File: src/ipfb_pkg.sv
/*
  Shared constants and carrier types for the interrupt priority field bank.
  Assumes a single clock domain and a plain register port with 16-bit data.
*/
package ipfb_pkg;

  // ---------------------------------------------------------------
  // sizes
  // ---------------------------------------------------------------
  localparam int NUM_REGS = 6;
  localparam int NUM_SRC = 17;
  localparam int ADDR_W = 3;
  localparam int DATA_W = 16;
  localparam int FIELD_W = 3;

  // ---------------------------------------------------------------
  // register indices on the register port
  // ---------------------------------------------------------------
  localparam logic [2:0] IDX_CRC_UART_ERR = 3'h0;
  localparam logic [2:0] IDX_LOW_VOLTAGE = 3'h1;
  localparam logic [2:0] IDX_CHARGE_TIME = 3'h2;
  localparam logic [2:0] IDX_THIRD_UART = 3'h3;
  localparam logic [2:0] IDX_USB_I2C_UART = 3'h4;
  localparam logic [2:0] IDX_SPI_UART4 = 3'h5;

  // ---------------------------------------------------------------
  // field positions (lsb of each 3-bit field)
  // ---------------------------------------------------------------
  localparam int LSB_HI = 12;
  localparam int LSB_MH = 8;
  localparam int LSB_ML = 4;
  localparam int LSB_LO = 0;

  // ---------------------------------------------------------------
  // priority codes and reset values
  // ---------------------------------------------------------------
  localparam logic [2:0] PRIO_OFF = 3'h0;
  localparam logic [2:0] PRIO_MIN = 3'h1;
  localparam logic [2:0] PRIO_MAX = 3'h7;
  localparam logic [2:0] PRIO_RESET = 3'h4;
  // every field resets to 100, unimplemented bits are masked off
  localparam logic [15:0] RESET_PATTERN = 16'h4444;
  localparam logic [15:0] REG_MASK [NUM_REGS] = '{
    16'h7770, 16'h0007, 16'h0070, 16'h7770, 16'h7777, 16'h7777};
  localparam logic [15:0] RD_UNMAPPED = 16'h0000;

  // ---------------------------------------------------------------
  // source positions in the request vectors
  // ---------------------------------------------------------------
  localparam int SRC_CRC = 0;
  localparam int SRC_SER2_ERR = 1;
  localparam int SRC_SER1_ERR = 2;
  localparam int SRC_LOW_VOLT = 3;
  localparam int SRC_CHARGE = 4;
  localparam int SRC_SER3_TX = 5;
  localparam int SRC_SER3_RX = 6;
  localparam int SRC_SER3_ERR = 7;
  localparam int SRC_SER4_ERR = 8;
  localparam int SRC_USB = 9;
  localparam int SRC_TW3_MST = 10;
  localparam int SRC_TW3_SLV = 11;
  localparam int SRC_SYNC3_EVT = 12;
  localparam int SRC_SYNC3_FLT = 13;
  localparam int SRC_SER4_TX = 14;
  localparam int SRC_SER4_RX = 15;
  localparam int SRC_SPARE = 16;

  // ---------------------------------------------------------------
  // carrier types
  // ---------------------------------------------------------------
  typedef struct packed {
    logic wr;
    logic rd;
    logic [2:0] addr;
    logic [15:0] wdata;
  } ipfb_bus_req_t;

  typedef struct packed {
    logic [2:0] crc_error_priority;
    logic [2:0] serial2_error_priority;
    logic [2:0] serial1_error_priority;
    logic [2:0] low_voltage_priority;
    logic [2:0] charge_time_priority;
    logic [2:0] serial3_transmit_priority;
    logic [2:0] serial3_receive_priority;
    logic [2:0] serial3_error_priority;
    logic [2:0] serial4_error_priority;
    logic [2:0] usb_event_priority;
    logic [2:0] twowire3_master_priority;
    logic [2:0] twowire3_slave_priority;
    logic [2:0] sync3_event_priority;
    logic [2:0] sync3_fault_priority;
    logic [2:0] serial4_transmit_priority;
    logic [2:0] serial4_receive_priority;
  } ipfb_prio_t;

  typedef logic [NUM_SRC-1:0] ipfb_src_vec_t;

endpackage

File: src/ipfb_priority_bank.sv
/*
  Bank of six priority registers that set the level of each peripheral
  interrupt source and gate requests of disabled sources.
  Assumes one clock, an asynchronous active-low reset and a register port
  whose master never asserts read and write strobes together.
*/
// Notes on behaviour
// RULE1: three-bit fields, code 111 is level 7
// RULE2: code 001 is level 1, linear between
// RULE3: code 000 blocks the source's request entirely
// RULE4: unused bits read zero, ignore writes
// RULE5: every field resets to 100, read/write
// RULE6: reg0: crc 14-12, serial2 10-8, serial1 6-4
// RULE7: reg1: low voltage 2-0, rest unused
// RULE8: reg2: charge time 6-4, rest unused
// RULE9: reg3: serial3 tx 14-12, rx 10-8, err 6-4
// RULE10: reg4: serial4 err, usb, twowire3 master, slave
// RULE11: reg5: sync3 event, fault, serial4 tx, rx
// RULE12: fields drive arbitration from next cycle
`timescale 1ns/1ns
module ipfb_priority_bank
  import ipfb_pkg::*;
(
  // clock and reset
  input wire logic clk,
  input wire logic arst_n,
  // register port
  input wire ipfb_pkg::ipfb_bus_req_t busReq,
  output logic [15:0] rdData,
  // toward the arbitration logic
  input wire ipfb_pkg::ipfb_src_vec_t srcReq,
  output ipfb_pkg::ipfb_src_vec_t srcReqGated,
  output ipfb_pkg::ipfb_prio_t prio
);

  import ipfb_pkg::*;

  // ---------------------------------------------------------------
  // helpers
  // ---------------------------------------------------------------

  // address decode, shared by write enables and read mux
  function automatic logic regHit(input logic [2:0] addr, input int idx);
    regHit = (addr == idx[2:0]);
  endfunction

  // pick one 3-bit field out of a register
  function automatic logic [2:0] fieldOf(input logic [15:0] r, input int lsb);
    fieldOf = r[lsb +: FIELD_W];
  endfunction

  // code to level: linear, 000 means no level at all
  function automatic logic [2:0] levelOf(input logic [2:0] code);
    levelOf = code;
  endfunction

  // ---------------------------------------------------------------
  // register storage
  // ---------------------------------------------------------------
  logic [15:0] regVal [NUM_REGS];
  logic [NUM_REGS-1:0] wrEn;

  // one slot per register; mask keeps unused bits at zero
  for (genvar i = 0; i < NUM_REGS; i++) begin : g_slot
    assign wrEn[i] = busReq.wr && regHit(busReq.addr, i);
    ipfb_reg_slot #(
      .MASK(REG_MASK[i]),
      .RST(REG_MASK[i] & RESET_PATTERN) // [RULE5]
    ) u_slot (
      .clk(clk),
      .arst_n(arst_n),
      .wrEn(wrEn[i]), // [RULE12]
      .wrData(busReq.wdata), // [RULE4]
      .value(regVal[i])
    );
  end

  // ---------------------------------------------------------------
  // read path
  // ---------------------------------------------------------------
  logic [15:0] rdMux;
  logic [15:0] rdData_ff;

  // unmapped indices answer zero rather than stale data
  always_comb begin
    rdMux = RD_UNMAPPED;
    for (int i = 0; i < NUM_REGS; i++) begin
      if (regHit(busReq.addr, i)) begin
        rdMux = regVal[i]; // [RULE4]
      end
    end
  end

  // read data stands only in the cycle after the strobe
  always_ff @(posedge clk or negedge arst_n) begin
    if (!arst_n) begin
      rdData_ff <= RD_UNMAPPED;
    end else if (busReq.rd) begin
      rdData_ff <= rdMux;
    end else begin
      rdData_ff <= RD_UNMAPPED;
    end
  end

  assign rdData = rdData_ff;

  // ---------------------------------------------------------------
  // field map
  // ---------------------------------------------------------------

  // straight from the register flops, no extra stage
  always_comb begin
    prio.crc_error_priority = fieldOf(regVal[0], LSB_HI); // [RULE6]
    prio.serial2_error_priority = fieldOf(regVal[0], LSB_MH); // [RULE6]
    prio.serial1_error_priority = fieldOf(regVal[0], LSB_ML); // [RULE6]
    prio.low_voltage_priority = fieldOf(regVal[1], LSB_LO); // [RULE7]
    prio.charge_time_priority = fieldOf(regVal[2], LSB_ML); // [RULE8]
    prio.serial3_transmit_priority = fieldOf(regVal[3], LSB_HI); // [RULE9]
    prio.serial3_receive_priority = fieldOf(regVal[3], LSB_MH); // [RULE9]
    prio.serial3_error_priority = fieldOf(regVal[3], LSB_ML); // [RULE9]
    prio.serial4_error_priority = fieldOf(regVal[4], LSB_HI); // [RULE10]
    prio.usb_event_priority = fieldOf(regVal[4], LSB_MH); // [RULE10]
    prio.twowire3_master_priority = fieldOf(regVal[4], LSB_ML); // [RULE10]
    prio.twowire3_slave_priority = fieldOf(regVal[4], LSB_LO); // [RULE10]
    prio.sync3_event_priority = fieldOf(regVal[5], LSB_HI); // [RULE11]
    prio.sync3_fault_priority = fieldOf(regVal[5], LSB_MH); // [RULE11]
    prio.serial4_transmit_priority = fieldOf(regVal[5], LSB_ML); // [RULE11]
    prio.serial4_receive_priority = fieldOf(regVal[5], LSB_LO); // [RULE11]
  end

  // ---------------------------------------------------------------
  // request gating
  // ---------------------------------------------------------------
  logic [2:0] srcLevel [NUM_SRC];

  // levels in source order; the spare slot has no field and stays off
  always_comb begin
    srcLevel[SRC_CRC] = levelOf(prio.crc_error_priority); // [RULE1] [RULE2]
    srcLevel[SRC_SER2_ERR] = levelOf(prio.serial2_error_priority);
    srcLevel[SRC_SER1_ERR] = levelOf(prio.serial1_error_priority);
    srcLevel[SRC_LOW_VOLT] = levelOf(prio.low_voltage_priority);
    srcLevel[SRC_CHARGE] = levelOf(prio.charge_time_priority);
    srcLevel[SRC_SER3_TX] = levelOf(prio.serial3_transmit_priority);
    srcLevel[SRC_SER3_RX] = levelOf(prio.serial3_receive_priority);
    srcLevel[SRC_SER3_ERR] = levelOf(prio.serial3_error_priority);
    srcLevel[SRC_SER4_ERR] = levelOf(prio.serial4_error_priority);
    srcLevel[SRC_USB] = levelOf(prio.usb_event_priority);
    srcLevel[SRC_TW3_MST] = levelOf(prio.twowire3_master_priority);
    srcLevel[SRC_TW3_SLV] = levelOf(prio.twowire3_slave_priority);
    srcLevel[SRC_SYNC3_EVT] = levelOf(prio.sync3_event_priority);
    srcLevel[SRC_SYNC3_FLT] = levelOf(prio.sync3_fault_priority);
    srcLevel[SRC_SER4_TX] = levelOf(prio.serial4_transmit_priority);
    srcLevel[SRC_SER4_RX] = levelOf(prio.serial4_receive_priority);
    srcLevel[SRC_SPARE] = PRIO_OFF;
  end

  // a disabled source never reaches the arbiter, whatever its flag
  for (genvar s = 0; s < NUM_SRC; s++) begin : g_gate
    assign srcReqGated[s] = srcReq[s] && (srcLevel[s] != PRIO_OFF); // [RULE3]
  end

  // ---------------------------------------------------------------
  // checks
  // ---------------------------------------------------------------
  logic wroteAny_ff;

  // helper: no field has been written since reset
  always_ff @(posedge clk or negedge arst_n) begin
    if (!arst_n) begin
      wroteAny_ff <= 1'b0;
    end else if (|wrEn) begin
      wroteAny_ff <= 1'b1;
    end
  end

  a_reset_fields: assert property ( // [RULE5]
    @(posedge clk) disable iff (!arst_n)
    !wroteAny_ff |-> (prio.crc_error_priority == PRIO_RESET
      && prio.low_voltage_priority == PRIO_RESET
      && prio.serial4_receive_priority == PRIO_RESET))
    else $error("field not at reset code before first write");

  a_unused_lowvolt: assert property ( // [RULE7]
    @(posedge clk) disable iff (!arst_n)
    busReq.wr && busReq.addr == IDX_LOW_VOLTAGE
    |=> regVal[1][15:3] == 13'h0000
      && prio.low_voltage_priority == $past(busReq.wdata[2:0]))
    else $error("low voltage register map wrong");

  a_unused_charge: assert property ( // [RULE8]
    @(posedge clk) disable iff (!arst_n)
    busReq.wr && busReq.addr == IDX_CHARGE_TIME
    |=> regVal[2] == ($past(busReq.wdata) & 16'h0070))
    else $error("charge time register map wrong");

  a_crc_fields: assert property ( // [RULE6]
    @(posedge clk) disable iff (!arst_n)
    busReq.wr && busReq.addr == IDX_CRC_UART_ERR
    |=> prio.crc_error_priority == $past(busReq.wdata[14:12])
      && prio.serial1_error_priority == $past(busReq.wdata[6:4]))
    else $error("crc register field position wrong");

  a_uart3_fields: assert property ( // [RULE9]
    @(posedge clk) disable iff (!arst_n)
    busReq.wr && busReq.addr == IDX_THIRD_UART
    |=> prio.serial3_receive_priority == $past(busReq.wdata[10:8])
      && regVal[3][3:0] == 4'h0)
    else $error("third serial register map wrong");

  a_usb_fields: assert property ( // [RULE10]
    @(posedge clk) disable iff (!arst_n)
    busReq.wr && busReq.addr == IDX_USB_I2C_UART
    |=> prio.usb_event_priority == $past(busReq.wdata[10:8])
      && prio.twowire3_slave_priority == $past(busReq.wdata[2:0]))
    else $error("usb register field position wrong");

  a_sync3_fields: assert property ( // [RULE11]
    @(posedge clk) disable iff (!arst_n)
    busReq.wr && busReq.addr == IDX_SPI_UART4
    |=> prio.sync3_fault_priority == $past(busReq.wdata[10:8])
      && prio.serial4_transmit_priority == $past(busReq.wdata[6:4]))
    else $error("sync3 register field position wrong");

  a_unused_readzero: assert property ( // [RULE4]
    @(posedge clk) disable iff (!arst_n)
    busReq.rd && busReq.addr == IDX_CRC_UART_ERR
    |=> (rdData & 16'h888F) == 16'h0000 && rdData == $past(regVal[0]))
    else $error("unimplemented bits read nonzero");

  a_unmapped_read: assert property ( // [RULE4]
    @(posedge clk) disable iff (!arst_n)
    busReq.rd && busReq.addr > IDX_SPI_UART4 |=> rdData == 16'h0000)
    else $error("unmapped read not zero");

  a_disabled_gate: assert property ( // [RULE3]
    @(posedge clk) disable iff (!arst_n)
    prio.usb_event_priority == PRIO_OFF |-> !srcReqGated[SRC_USB])
    else $error("disabled source passed a request");

  a_enabled_pass: assert property ( // [RULE1] [RULE2]
    @(posedge clk) disable iff (!arst_n)
    srcReq[SRC_CRC] && prio.crc_error_priority >= PRIO_MIN
      && prio.crc_error_priority <= PRIO_MAX
    |-> srcReqGated[SRC_CRC])
    else $error("enabled source request dropped");

  a_write_hold: assert property ( // [RULE12]
    @(posedge clk) disable iff (!arst_n)
    !(busReq.wr && busReq.addr == IDX_SPI_UART4)
    |=> $stable(prio.sync3_event_priority))
    else $error("field changed without a write");

  a_write_effect: assert property ( // [RULE12]
    @(posedge clk) disable iff (!arst_n)
    busReq.wr && busReq.addr == IDX_SPI_UART4 && busReq.wdata[14:12] == PRIO_OFF
      && srcReq[SRC_SYNC3_EVT]
    |=> !(srcReq[SRC_SYNC3_EVT] && srcReqGated[SRC_SYNC3_EVT]))
    else $error("written priority late to take effect");

  // every field, not only the sampled three, sits at 100 until written
  a_reset_all: assert property ( // [RULE5]
    @(posedge clk) disable iff (!arst_n)
    !wroteAny_ff |-> prio == {(NUM_SRC - 1){PRIO_RESET}})
    else $error("bank not at reset codes before first write");

  a_serial2_field: assert property ( // [RULE6]
    @(posedge clk) disable iff (!arst_n)
    busReq.wr && busReq.addr == IDX_CRC_UART_ERR
    |=> prio.serial2_error_priority == $past(busReq.wdata[10:8])
      && (regVal[0] & 16'h888F) == 16'h0000)
    else $error("serial2 error field position wrong");

  a_uart3_outer: assert property ( // [RULE9]
    @(posedge clk) disable iff (!arst_n)
    busReq.wr && busReq.addr == IDX_THIRD_UART
    |=> prio.serial3_transmit_priority == $past(busReq.wdata[14:12])
      && prio.serial3_error_priority == $past(busReq.wdata[6:4]))
    else $error("third serial outer fields wrong");

  a_usb_outer: assert property ( // [RULE10]
    @(posedge clk) disable iff (!arst_n)
    busReq.wr && busReq.addr == IDX_USB_I2C_UART
    |=> prio.serial4_error_priority == $past(busReq.wdata[14:12])
      && prio.twowire3_master_priority == $past(busReq.wdata[6:4]))
    else $error("serial4 error or twowire3 master field wrong");

  a_sync3_outer: assert property ( // [RULE11]
    @(posedge clk) disable iff (!arst_n)
    busReq.wr && busReq.addr == IDX_SPI_UART4
    |=> prio.sync3_event_priority == $past(busReq.wdata[14:12])
      && prio.serial4_receive_priority == $past(busReq.wdata[2:0]))
    else $error("sync3 event or serial4 receive field wrong");

  // a write to an unmapped index must leave every field alone
  a_unmapped_write: assert property ( // [RULE4]
    @(posedge clk) disable iff (!arst_n)
    busReq.wr && busReq.addr > IDX_SPI_UART4 |=> $stable(prio))
    else $error("unmapped write changed a field");

  // read data are a one-cycle pulse; idle cycles answer zero
  a_read_idle: assert property ( // [RULE4]
    @(posedge clk) disable iff (!arst_n)
    !busReq.rd |=> rdData == 16'h0000)
    else $error("read data outside a read cycle");

  // read value rebuilt from the fields, so a crossed read mux shows up
  a_read_crc: assert property ( // [RULE6]
    @(posedge clk) disable iff (!arst_n)
    busReq.rd && busReq.addr == IDX_CRC_UART_ERR
    |=> rdData == {1'b0, $past(prio.crc_error_priority), 1'b0, $past(prio.serial2_error_priority),
      1'b0, $past(prio.serial1_error_priority), 4'h0})
    else $error("crc register read value wrong");

  a_read_lowvolt: assert property ( // [RULE7]
    @(posedge clk) disable iff (!arst_n)
    busReq.rd && busReq.addr == IDX_LOW_VOLTAGE
    |=> rdData == {13'h0, $past(prio.low_voltage_priority)})
    else $error("low voltage register read value wrong");

  a_read_charge: assert property ( // [RULE8]
    @(posedge clk) disable iff (!arst_n)
    busReq.rd && busReq.addr == IDX_CHARGE_TIME
    |=> rdData == {9'h0, $past(prio.charge_time_priority), 4'h0})
    else $error("charge time register read value wrong");

  a_read_uart3: assert property ( // [RULE9]
    @(posedge clk) disable iff (!arst_n)
    busReq.rd && busReq.addr == IDX_THIRD_UART
    |=> rdData == {1'b0, $past(prio.serial3_transmit_priority), 1'b0, $past(prio.serial3_receive_priority),
      1'b0, $past(prio.serial3_error_priority), 4'h0})
    else $error("third serial register read value wrong");

  a_read_usb: assert property ( // [RULE10]
    @(posedge clk) disable iff (!arst_n)
    busReq.rd && busReq.addr == IDX_USB_I2C_UART
    |=> rdData == {1'b0, $past(prio.serial4_error_priority), 1'b0, $past(prio.usb_event_priority),
      1'b0, $past(prio.twowire3_master_priority), 1'b0, $past(prio.twowire3_slave_priority)})
    else $error("usb register read value wrong");

  a_read_sync3: assert property ( // [RULE11]
    @(posedge clk) disable iff (!arst_n)
    busReq.rd && busReq.addr == IDX_SPI_UART4
    |=> rdData == {1'b0, $past(prio.sync3_event_priority), 1'b0, $past(prio.sync3_fault_priority),
      1'b0, $past(prio.serial4_transmit_priority), 1'b0, $past(prio.serial4_receive_priority)})
    else $error("sync3 register read value wrong");

  // the spare slot has no field, so it must never raise a request
  a_spare_off: assert property ( // [RULE3]
    @(posedge clk) disable iff (!arst_n)
    !srcReqGated[SRC_SPARE])
    else $error("spare source passed a request");

  // each real source, read straight off the field carrier: passes only when not 000
  for (genvar s = 0; s < NUM_SRC - 1; s++) begin : g_gate_chk
    a_gate_each: assert property ( // [RULE1] [RULE2] [RULE3]
      @(posedge clk) disable iff (!arst_n)
      srcReqGated[s] == (srcReq[s] && prio[(NUM_SRC - 2 - s) * FIELD_W +: FIELD_W] != PRIO_OFF))
      else $error("request gating differs from field code");
  end

endmodule

File: src/ipfb_reg_slot.sv
/*
  One 16-bit priority register with a fixed mask of implemented bits.
  Assumes the caller decodes the address and gives a one-cycle write enable.
*/
`timescale 1ns/1ns
module ipfb_reg_slot #(
  parameter logic [15:0] MASK = 16'h0000,
  parameter logic [15:0] RST = 16'h0000
) (
  // clock and reset
  input wire logic clk,
  input wire logic arst_n,
  // write side
  input wire logic wrEn,
  input wire logic [15:0] wrData,
  // stored value
  output logic [15:0] value
);

  logic [15:0] value_ff;

  // masked store: unimplemented bits never leave zero
  always_ff @(posedge clk or negedge arst_n) begin
    if (!arst_n) begin
      value_ff <= RST & MASK;
    end else if (wrEn) begin
      value_ff <= wrData & MASK;
    end
  end

  assign value = value_ff;

endmodule

File: config.mk
export PLATFORM = sky130hd
export DESIGN_NAME = ipfb_priority_bank
export DESIGN_NICKNAME = d
export VERILOG_FILES = /design/src/ipfb_pkg.sv /design/src/ipfb_priority_bank.sv /design/src/ipfb_reg_slot.sv
export SDC_FILE = /design/constraint.sdc
export NUM_CORES = 1
export LEC_CHECK = 0
export ABC_CLOCK_PERIOD_IN_PS = 1650
export BUFFER_PORTS_ARGS = -buffer_cell sky130_fd_sc_hd__buf_2
export CAP_MARGIN = 30
export CORE_MARGIN = 3
export CORE_UTILIZATION = 48
export CTS_CLUSTER_SIZE = 40
export DETAILED_ROUTE_END_ITERATION = 7
export PLACE_DENSITY_LB_ADDON = 0.25
export SLEW_MARGIN = 20
export SYNTH_ARGS = -nofsm -noshare
export SYNTH_HDL_FRONTEND = slang
export SYNTH_SLANG_ARGS = --single-unit
File: constraint.sdc
create_clock -name clk -period 1.65 [get_ports clk]
set_clock_uncertainty 0.15 [all_clocks]
set_input_delay 0.33 -clock clk [delete_from_list [all_inputs] [get_ports clk]]
set_output_delay 0.33 -clock clk [all_outputs]
set_load 0.005 [all_outputs]
# [After elaboration in Yosys (flattened, before gate mapping)]
# Cells that the tools add are included.
[op_classes] addsub=0 n_mul=0 n_div=0 n_lt_le_gt_ge=0 n_eq_ne=5 shifts=0 n_mux=7 n_bitwise=0 n_reduce_logical=39
[op_table] cell="16-bit two-way mux" count=5
[op_table] cell="3-bit nonzero test" count=16
[op_table] cell="15-bit two-way mux" count=2
[op_table] cell="1-bit logical AND" count=22
[op_table] cell="3-bit by 2-bit == test with 1-bit output, second input constant" count=2
[op_table] cell="3-bit == test, second input constant" count=2
[op_table] cell="3-bit by 1-bit == test with 1-bit output, second input constant" count=1
[op_table] cell="3-bit logical NOT" count=1
[totals] register_bits=64 latchBits=0 mem_bits_rw=0 romBits=0 input_bits=40 out_inout_bits=81 mem_count=0

# [Depth between registers and ports, before layout]
# Gate-level depths: netlist of the first run.
[depth] word_depth=8 ltp_mapped=5 mapped_depth_nobuf=3

# [Hierarchy]
# From an unflattened synthesis of the first run, not the netlist that was laid out.
[hier_totals] cells_unflattened=295 hier_area_um2=3786.1
[by_module_without_submodules] mod="ipfb_priority_bank" n_inst=1 cells_each=141 area_each_um2=1453.9 seq_area_each_um2=400.4
[by_module_without_submodules] mod="ipfb_reg_slot at g_slot[4].u_slot ..." n_inst=2 cells_each=30 area_each_um2=523.0 seq_area_each_um2=305.3
[by_module_without_submodules] mod="ipfb_reg_slot at g_slot[0].u_slot ..." n_inst=2 cells_each=27 area_each_um2=431.7 seq_area_each_um2=229.0
[by_module_without_submodules] mod="ipfb_reg_slot at g_slot[1].u_slot ..." n_inst=2 cells_each=20 area_each_um2=211.5 seq_area_each_um2=76.3

# [Least setup slack after synthesis of the first run]
# Ideal clock, no wire load.
[synth_timing] path_type="input to register" from="in busReq[18] in the netlist's numbering" to="reg g_slot[5].u_slot.value_ff[12]" arrival_time_ns=1.254 required_ns=1.375 path_slack_ns=0.121 cell_stages=5 path_cell_list="buf_4 -> and3b_2 -> nand2_2 -> buf_6 -> mux2_4"
[synth_between] elab_chain_len=2
[synth_lines] element="start: declaration" line="ipfb_priority_bank.sv:28" source="input wire ipfb_pkg::ipfb_bus_req_t busReq,"
[synth_lines] element="3-bit == test" line="ipfb_priority_bank.sv:44" source="regHit = (addr == idx[2:0]);"
[synth_lines] element="1-bit logical AND" line="ipfb_priority_bank.sv:65" source="assign wrEn[i] = busReq.wr && regHit(busReq.addr, i);"
[synth_lines] element="end signal: assignment" line="ipfb_reg_slot.sv:25" source="value_ff <= RST & MASK;"
[synth_lines] element="end signal: assignment" line="ipfb_reg_slot.sv:27" source="value_ff <= wrData & MASK;"
[synth_lines] element="end: declaration" line="ipfb_reg_slot.sv:20" source="logic [15:0] value_ff;"
# No other way between the ends.
# A chain may end at the register's enable or synchronous reset.

# [Worst setup path after layout of the first run]
[layout_timing] from="reg g_slot[5].u_slot.value_ff[4]" to="out srcReqGated[14]"
[layout_between] elab_chain_len=2
[layout_lines] element="3-bit nonzero test" line="ipfb_priority_bank.sv:159" source="assign srcReqGated[s] = srcReq[s] && (srcLevel[s] != PRIO_OFF);"
[layout_lines] element="1-bit logical AND" line="ipfb_priority_bank.sv:159"
[layout_lines] element="end: declaration" line="ipfb_priority_bank.sv:32" source="output ipfb_pkg::ipfb_src_vec_t srcReqGated,"
# No other way between the ends.

==> results.txt, run 1 <==
Port buffering added 110 buffers. Once detailed placement completed, the half-perimeter wirelength came to 5330 µm. The run gives 60 as the number of sinks driven by the clock tree. The count of buffer and inverter cells on the critical path works out to 1. Dividing the detail-routed wire length by the instance count gives 16.9 µm.

The gate count of the mapped netlist is 216. For the pin with the worst max-slew slack, the measured transition is 0.735 ns. The run gives 22.1% as the global-route total usage across every layer. The tools report the data required time at the worst endpoint as 1.17 ns. In the post-synthesis netlist, the biggest area contributors are sky130_fd_sc_hd__dfrtp_1, sky130_fd_sc_hd__dfstp_2, sky130_fd_sc_hd__mux2_2. The synthesized design devotes to its leading area cell type 38.0% of total area. Post-placement setup slack: -0.129 ns. By count the netlist is led by sky130_fd_sc_hd__dfrtp_1, sky130_fd_sc_hd__mux2_2, sky130_fd_sc_hd__dfstp_2, sky130_fd_sc_hd__o31a_1, sky130_fd_sc_hd__mux2_4.

In the routed layout, each cell is associated on average with a via count of 5.37. Power density over the cells: 1170 nW/µm². The die extent in x was 83.7 µm. The run finished with clean final reports. Among all cell types in the netlist, the one instantiated most often is sky130_fd_sc_hd__dfrtp_1. Summed over all instances, the cell type with the most area after synthesis is sky130_fd_sc_hd__dfrtp_1. The maximum number of buffers from clock root to sink was 2; the clock-pin slew on the worst setup and hold paths was 0.07 ns.

The core outline area came out at 5680 µm². In the final design database the tool counted 412 nets. The tools report the endpoint kind of the worst setup timing path as an output port. The number of placed I/O pins was 121; the number of synthesized flops with an enable pin was 0. The via total after detailed routing is 2412, and the area growth from synthesis to final layout is 37.9%.

Number of global-route vias before repair: 2429. IR analysis of the VDD net gives a maximum drop of 0.000624 V. After floorplanning, the core was divided into 27 placement rows. Clock latency on the worst-skew pair, taken at its later pin, is 0.33 ns. The repair_antennas step left the layout with diodes totalling 0. The worst path needs 1.63 ns of the cycle, external delays included. The total congestion overflow after global routing was 0. Measured against its own limit, the worst slew margin works out to 50.9%. The critical-path cell with the highest stage delay was sky130_fd_sc_hd__dfrtp_1. Broken down by cell family, the worst path's largest delay share belongs to flip-flops. For this run, the slowest stage of the critical path takes 0.42 ns. Of all nets on the critical path, the largest fanout is 3.

The number of iterations in the first detailed-routing pass was 4. In the finished design, the share of the clock period the worst path needs comes to 98.7%. The critical path is of the reg2out type.

Timing would allow up to 614 MHz. For the worst setup path, the data arrival time is 1.15 ns. After synthesis, flip-flops and latches occupy 52.5% of the total area. The maximum number of pins on one net before global-route repair was 61; the violation count after the first detailed-route iteration was 78.

The final-report max-slew violation count is 0. Each instance of the synthesized netlist takes up on average 13.4 µm². The logs give 70.4% for the share of the core filled with cells in the final layout and 0 for the number of hold violations in the final report.

The tools report the total clock buffers created by CTS as 9. The logs give 3 for the CTS H-tree depth and 2900 µm² for the post-synthesis instance area. Once detail routing completed, the nets flagged for antenna violations numbered 0. The run gives 51.0% as the initial cell density of the core. The share of final-layout standard cells stronger than drive strength 1 is 65.5%. The max-capacitance violation count is 0, and the reg-to-reg setup timing slack is 0.25 ns.

Walking the worst path, the cells encountered are o31a_1, buf_2. The most used flip-flop cell after synthesis is sky130_fd_sc_hd__dfrtp_1. The global-route wire length before repair came out at 12200 µm. Counting flops and latches in the post-synthesis netlist gives 60. The number of cells upsized or downsized after cts was 0; the number of failing setup endpoints in the final timing report was 0. The die is 83.7 µm tall. The type of the tightest min-delay check is in2reg.

The number of antenna violations at the first check in global routing is 0, and the final weighted congestion of routability-driven global placement is 0.817. For this design the static power due to leakage is 2.02 nW. Once routing completed, OpenROAD measured the worst setup slack at 0.0214 ns. After filler insertion, the fill cell instance count of the layout stands at 449. Setup repair after global routing could not meet its margin everywhere. The tools report the Yosys warning count as 0. TritonCTS built the clock tree.

The tools report the count of different cell masters after synthesis as 31. The area of the die is 7000 µm², and the DRC violation count after routing is 0. After detailed routing, the total wire length is 7600 µm.

The buffer type at the clock tree root is sky130_fd_sc_hd__clkbuf_8. Of all flip-flops after synthesis, the portion carrying an async set or reset was 100%. STA classifies the critical path startpoint as a flip-flop. In the final timing run, aggregate negative setup slack is 0 ns.
## final cells by class
class	count	area (µm²)	area share [%]
flip-flops and latches	60	1520	38.1
multi-input cells	136	1230	30.7
repair buffers	159	933	23.4
clock buffers	16	200	5.01
well taps	72	90.1	2.26
inverters	6	22.5	0.564
## sequential cells by signal, summed over array words and instances (netlist names)
register,flops
rdData,12
g_slot.u_slot.value,48
## cell usage in the layout (no fill, tap or decap)
| cell | count |
|---|---|
| sky130_fd_sc_hd__nand4b_4 | 1 |
| sky130_fd_sc_hd__nor2_1 | 6 |
| sky130_fd_sc_hd__nor4_1 | 3 |
| sky130_fd_sc_hd__a32o_1 | 6 |
| sky130_fd_sc_hd__o31a_1 | 16 |
| sky130_fd_sc_hd__a21oi_1 | 6 |
| sky130_fd_sc_hd__conb_1 | 5 |
| sky130_fd_sc_hd__clkbuf_8 | 14 |
| sky130_fd_sc_hd__buf_4 | 47 |
| sky130_fd_sc_hd__or2_1 | 1 |
| sky130_fd_sc_hd__nand3b_4 | 1 |
| sky130_fd_sc_hd__nor2b_1 | 2 |
| sky130_fd_sc_hd__dlygate4sd3_1 | 1 |
| sky130_fd_sc_hd__mux2_4 | 10 |
| sky130_fd_sc_hd__a22oi_1 | 3 |
| sky130_fd_sc_hd__dfrtp_1 | 44 |
| sky130_fd_sc_hd__clkbuf_1 | 2 |
| sky130_fd_sc_hd__nor4b_4 | 1 |
| sky130_fd_sc_hd__o21ai_0 | 9 |
| sky130_fd_sc_hd__nand2_2 | 1 |
| sky130_fd_sc_hd__nor3_2 | 1 |
| sky130_fd_sc_hd__dfstp_2 | 16 |
| sky130_fd_sc_hd__o31ai_1 | 6 |
| sky130_fd_sc_hd__and3b_2 | 1 |
| sky130_fd_sc_hd__a21o_1 | 3 |
| sky130_fd_sc_hd__inv_1 | 6 |
| sky130_fd_sc_hd__buf_12 | 1 |
| sky130_fd_sc_hd__and4bb_2 | 2 |
| sky130_fd_sc_hd__mux2_2 | 35 |
| sky130_fd_sc_hd__nand2b_1 | 4 |
| sky130_fd_sc_hd__o221a_2 | 6 |
| sky130_fd_sc_hd__nand2_1 | 7 |
| sky130_fd_sc_hd__buf_2 | 110 |
## metal layers
layer	GRT usage (%)	part of all wire, %	vias up
met1	28.5	42	1182
met4	9.80	2.1	0
li1	-	-	1115
met2	35.2	49	98
met5	0	0	-
met3	5.23	7.0	17
## worst paths after layout
kind                                                         from                                     end  depth (start not counted)
setup reg to reg            g_slot[3].u_slot.value[8]$_DFFE_PN0P_                     rdData[8]$_DFF_PN0_                          4
setup / recovery            g_slot[5].u_slot.value[4]$_DFFE_PN0P_                         srcReqGated[14]                          2
min in group asynchronous                                  arst_n   g_slot[5].u_slot.value[9]$_DFFE_PN0P_                          3
max in group asynchronous                                  arst_n   g_slot[4].u_slot.value[6]$_DFFE_PN1P_                          3
hold reg to reg            g_slot[0].u_slot.value[10]$_DFFE_PN1P_  g_slot[0].u_slot.value[10]$_DFFE_PN1P_                          2
hold / removal                                         busReq[10]  g_slot[0].u_slot.value[10]$_DFFE_PN1P_                          3
## cells by family after synthesis
family	after synthesis	share of synthesized area [%]
AND/OR/NAND/NOR	31	7.95
other	1	0.130
AO/OA/AOI/OAI	55	15.0
buffers and inverters	24	5.62
flip-flops	60	52.5
multiplexers	45	18.8
## where the power goes
group	leakage [nW]	total [mW]	internal, mW	switching (mW)
combinational	1.20	1.30	0.787	0.517
sequential	0.714	2.07	1.82	0.247
clock	0.103	1.29	0.753	0.533
total	2.02	4.66	3.36	1.30
## stage by stage
step / hold slack, ns / instances / total power [mW] / instance area, µm²
after global placement: 0.208 / 403 / 3.12 / 3570
final: 0.108 / 449 / 4.66 / 3990
after global routing: 0.109 / 449 / 4.91 / 3990
after detailed placement: 0.209 / 403 / 3.16 / 3570
after floorplan: -0.116 / 220 / 2.59 / 2910
after CTS: 0.0966 / 428 / 4.53 / 3840
## worst reg2reg max path: cells and delay by family (launching register included)
family | cells | cell delay, ns
buffers and inverters | 2 | 0.27
DFF | 1 | 0.39
AOI/OAI and AO/OA | 2 | 0.48
## timing repair
action	in CTS	in global routing
hold buffers	1	0
pin swaps	2	10
buffers inserted	8	21
hold endpoints to repair	44	0
endpoints found under the setup margin	7	16
Power figures use the tool's default switching activity.
==> inputs of run 2 (changes only) <==
--- a/config.mk
+++ b/config.mk
@@ -9,11 +9,12 @@
 export BUFFER_PORTS_ARGS = -buffer_cell sky130_fd_sc_hd__buf_2
 export CAP_MARGIN = 30
 export CORE_MARGIN = 3
-export CORE_UTILIZATION = 48
+export CORE_UTILIZATION = 52
 export CTS_CLUSTER_SIZE = 40
 export DETAILED_ROUTE_END_ITERATION = 7
 export PLACE_DENSITY_LB_ADDON = 0.25
 export SLEW_MARGIN = 20
 export SYNTH_ARGS = -nofsm -noshare
 export SYNTH_HDL_FRONTEND = slang
+export SYNTH_HIERARCHICAL = 1
 export SYNTH_SLANG_ARGS = --single-unit
==> results.txt, run 2 <==
The flow ran to the end, and the final reports show no timing, DRC or antenna violations. Detailed placement ended at an HPWL of 6330 µm. The category of cells accounting for the largest share of critical-path delay was flip-flops. The final critical-path share of the clock period is 98.5%. From bottom edge to top edge, the die measures 91.3 µm. TritonCTS created 9 clock buffers. Launch instance of the worst register-to-register path: g_slot[1].u_slot/value[2]$_DFFE_PN1P_. Net switching share of the total power: 29.1%.

The area of the die is 8340 µm². The tools report the number of failing setup endpoints in the final timing report as 0. The number of antenna violations at the first check in global routing came out at 0. The max-capacitance violation count came out at 0.

The time the worst path needs with I/O delays and setup is 1.63 ns, and the count of different cell masters after synthesis is 32. The share of the core filled with cells in the final layout was 69.2%; the via total after detailed routing was 2759. The number of global-route vias before repair was 2767; the biggest fanout along the worst timing path was 2. The completed layout was analyzed and its total power is 4.94 mW. The number of fill cells was 541. The congestion estimate from routability-driven global placement came to 0.774. The net switching power figure is 1.43 mW. Setup repair after global routing could not meet its margin everywhere. The clock network burns 23.3% of the power.

In the final layout, the share of cells above drive strength 1 is 57.0%. Static timing analysis puts the maximum clock frequency at 615 MHz. In the final routed layout, each cell accounts on average for 16.1 µm.

In this run the static leakage power is 2.44 nW. Traced cell by cell, the critical path runs through o31a_1, buf_2. Kind of launch point of the worst setup path: a flip-flop. Synthesis-stage register bit count: 64.

The worst endpoint data arrival time is 1.15 ns, and the final-report max-slew violation count is 0. The synthesized netlist occupies a cell area of 3790 µm². The run gives 1.17 ns as the data required time at the worst endpoint. The number of antenna repair diodes is 0. Before antenna repair, the detailed router went through 4 iterations. The endpoint identified for the worst register-to-register timing path is rdData[2]$_DFF_PN0_. The cell type with the largest total area after synthesis was sky130_fd_sc_hd__dfrtp_1.

The maximum number of pins on one net before global-route repair was 65. In this run the mean area of a mapped cell was 12.8 µm². The class of the most critical setup path was reg2out. The gate count of the mapped netlist was 295. The clock reaches the later pin of the worst-skew pair after 0.33 ns. The commonest cells after synthesis are sky130_fd_sc_hd__buf_4, sky130_fd_sc_hd__dfrtp_1, sky130_fd_sc_hd__mux2_4. From left edge to right edge, the die measures 91.3 µm. The worst-case IR drop observed on VDD is 0.000515 V. In this run, the combinational gates consume 32.5% of the power. In this run, the number of DRC markers left after iteration 0 of detailed routing was 48. The startpoint identified for the worst hold timing path is busReq[1]. The net count of the finished layout is 497. In this design, the stage delay of the slowest critical-path cell is 0.40 ns.

The simple-gate share of the synthesized area works out to 4.20%. The tools report the worst hold path endpoint as g_slot[4].u_slot/value[1]$_DFFE_PN0P_. The run gives 6940 µm² as the core outline area. The number of hold violations in the final report was 0; the final total negative setup slack was 0 ns.

The run gives 0 as the number of routed nets with antenna violations. The library cells used most frequently in the layout, excluding fill and tap cells, are sky130_fd_sc_hd__buf_2, sky130_fd_sc_hd__buf_4, sky130_fd_sc_hd__conb_1. By area, the combinational part of the netlist is dominated by multiplexers. The synthesized-area fraction occupied by adder cells was 0%.

sky130_fd_sc_hd__buf_4 is the most common cell in the netlist. Along the worst hold path, the cell count comes to 2. The longest clock path from root to sink contains 2 buffers. The fraction of registers with async set or reset after synthesis is 100%. Counting flops with a built-in enable in the synthesized netlist gives 0.

The sequential share of the synthesized area is 42.8%, and the per-cell via count in the routed design is 4.95. The count of buffer and inverter cells on the critical path is 1, and the placement row count is 30. For this run, the leading register cell type out of synthesis is sky130_fd_sc_hd__dfrtp_1. TritonCTS built the clock tree. The number of flip-flops under the largest register name was 48; the fraction of post-synthesis cell area in the top cell type by area was 31.7%. The area growth from synthesis to final layout was 26.8%; the mux contribution to synthesized area was 29.1%.

The fraction of power consumed by sequential logic was 44.2%; the power density over the cells was 1030 nW/µm². The reg-to-reg setup timing slack was 0.19 ns; the total internal power was 3.50 mW. The critical-path cell with the highest stage delay is sky130_fd_sc_hd__dfrtp_1. The buffer type at the clock tree root was sky130_fd_sc_hd__clkbuf_8. The tightest min-delay check is of the in2reg type.

The worst setup path is captured at an output port. The tools report the CTS H-tree depth as 3. The run gives 64 as the number of sinks driven by the clock tree. The routed design has 8950 µm of wire.

The tools report the global-route wire length before repair as 14200 µm. Summing the areas of all compound-gate instances in the mapped netlist gives 9.45% of the synthesized area. During placement, the flow inserted port buffers numbering 114. Ranked by total cell area, the synthesized netlist is headed by sky130_fd_sc_hd__dfrtp_1, sky130_fd_sc_hd__mux2_4, sky130_fd_sc_hd__dfstp_2. The DRC violation count after routing was 0. Clock-pin slew was measured on the worst setup and hold paths at 0.07 ns. 121 I/O pins were placed. The run gives 22.3% as the global-route total usage across every layer. Measured in cells, the most critical reg-to-reg path has a length of 4. Total congestion overflow after global routing: 0. Leaving out fill and tap cells, the most frequent cell in the layout is sky130_fd_sc_hd__buf_2.

The XOR/XNOR share of the synthesized area came out at 0%. For this run, the number of Yosys warnings is 6. The initial utilization of the core area, before any placement, comes to 54.5%.
run 2: cell count changes after synthesis, sizes merged, moves of 6 or more:
| cell | delta |
|---|---|
| nand2 | +8 |
| a32o | -6 |
| mux4 | +11 |
| conb | +6 |
| buf | +47 |
| o31ai | -6 |
| mux2i | +16 |
| o21ai | +7 |
run 2: routing by layer:
| metal | vias up | GRT usage [%] | wire length [µm] |
|---|---|---|---|
| met5 | - | 0 | 0 |
| met4 | 0 | 7.16 | 116 |
| met3 | 12 | 4.72 | 372 |
| met2 | 75 | 36.2 | 4440 |
| met1 | 1376 | 30.0 | 4020 |
| li1 | 1296 | - | - |
run 2: stage by stage:
step / hold WS (ns) / cell area, µm² / worst slack (ns) / cells
CTS: 0.0927 / 4670 / 0.00134 / 539
floorplan: -0.116 / 3970 / -0.184 / 337
global placement: 0.215 / 4370 / -0.0213 / 507
finish: 0.108 / 4800 / 0.0243 / 557
global route: 0.106 / 4800 / -0.0272 / 557
detailed placement: 0.219 / 4370 / -0.0549 / 507
run 2: how the worst max path moves through the flow:
stage                                               start                                     end  slack (ns)  cells after the start
floorplan                                      busReq[16]   g_slot[4].u_slot/value[0]$_DFFE_PN0P_       -0.18                      7
global placement                               busReq[16]  g_slot[5].u_slot/value[12]$_DFFE_PN0P_       -0.02                      5
detailed placement                             busReq[16]   g_slot[3].u_slot/value[8]$_DFFE_PN0P_       -0.05                      5
CTS                 g_slot[4].u_slot/value[8]$_DFFE_PN0P_                          srcReqGated[9]       0.001                      2
global route        g_slot[5].u_slot/value[8]$_DFFE_PN0P_                         srcReqGated[13]       -0.03                      2
finish              g_slot[2].u_slot/value[5]$_DFFE_PN0P_                          srcReqGated[4]        0.02                      2
run 2: logic make-up after synthesis:
| group | Yosys count |
|---|---|
| AO/OA/AOI/OAI | 49 |
| other | 7 |
| flip-flops | 64 |
| multiplexers | 75 |
| buffers and inverters | 68 |
| AND/OR/NAND/NOR | 32 |
run 2: area by class of cell:
type                    count  area (µm²)  share of cell area, %
multi-input cells         205        1830                   38.0
repair buffers            173        1050                   21.9
well taps                  96         120                   2.50
inverters                   4        15.0                  0.313
clock inverters             4        22.5                  0.469
flip-flops and latches     64        1620                   33.8
clock buffers              11         141                   2.94
run 2: power groups by stage:
stage	sequential [mW]	combinational, mW	clock [mW]
final	2.18	1.60	1.15
after detailed placement	2.28	1.25	0
after CTS	2.20	1.44	1.17
after floorplan	2.22	0.764	0
after global routing	2.22	1.74	1.24
after global placement	2.26	1.22	0
run 2: what timing repair did:
item                                    4_1_cts  5_1_grt
endpoints found under the setup margin       15       16
hold endpoints to repair                     48        0
gates resized for setup                       0        1
buffers inserted                             16       18
hold buffers                                  1        0
pin swaps                                     2        8
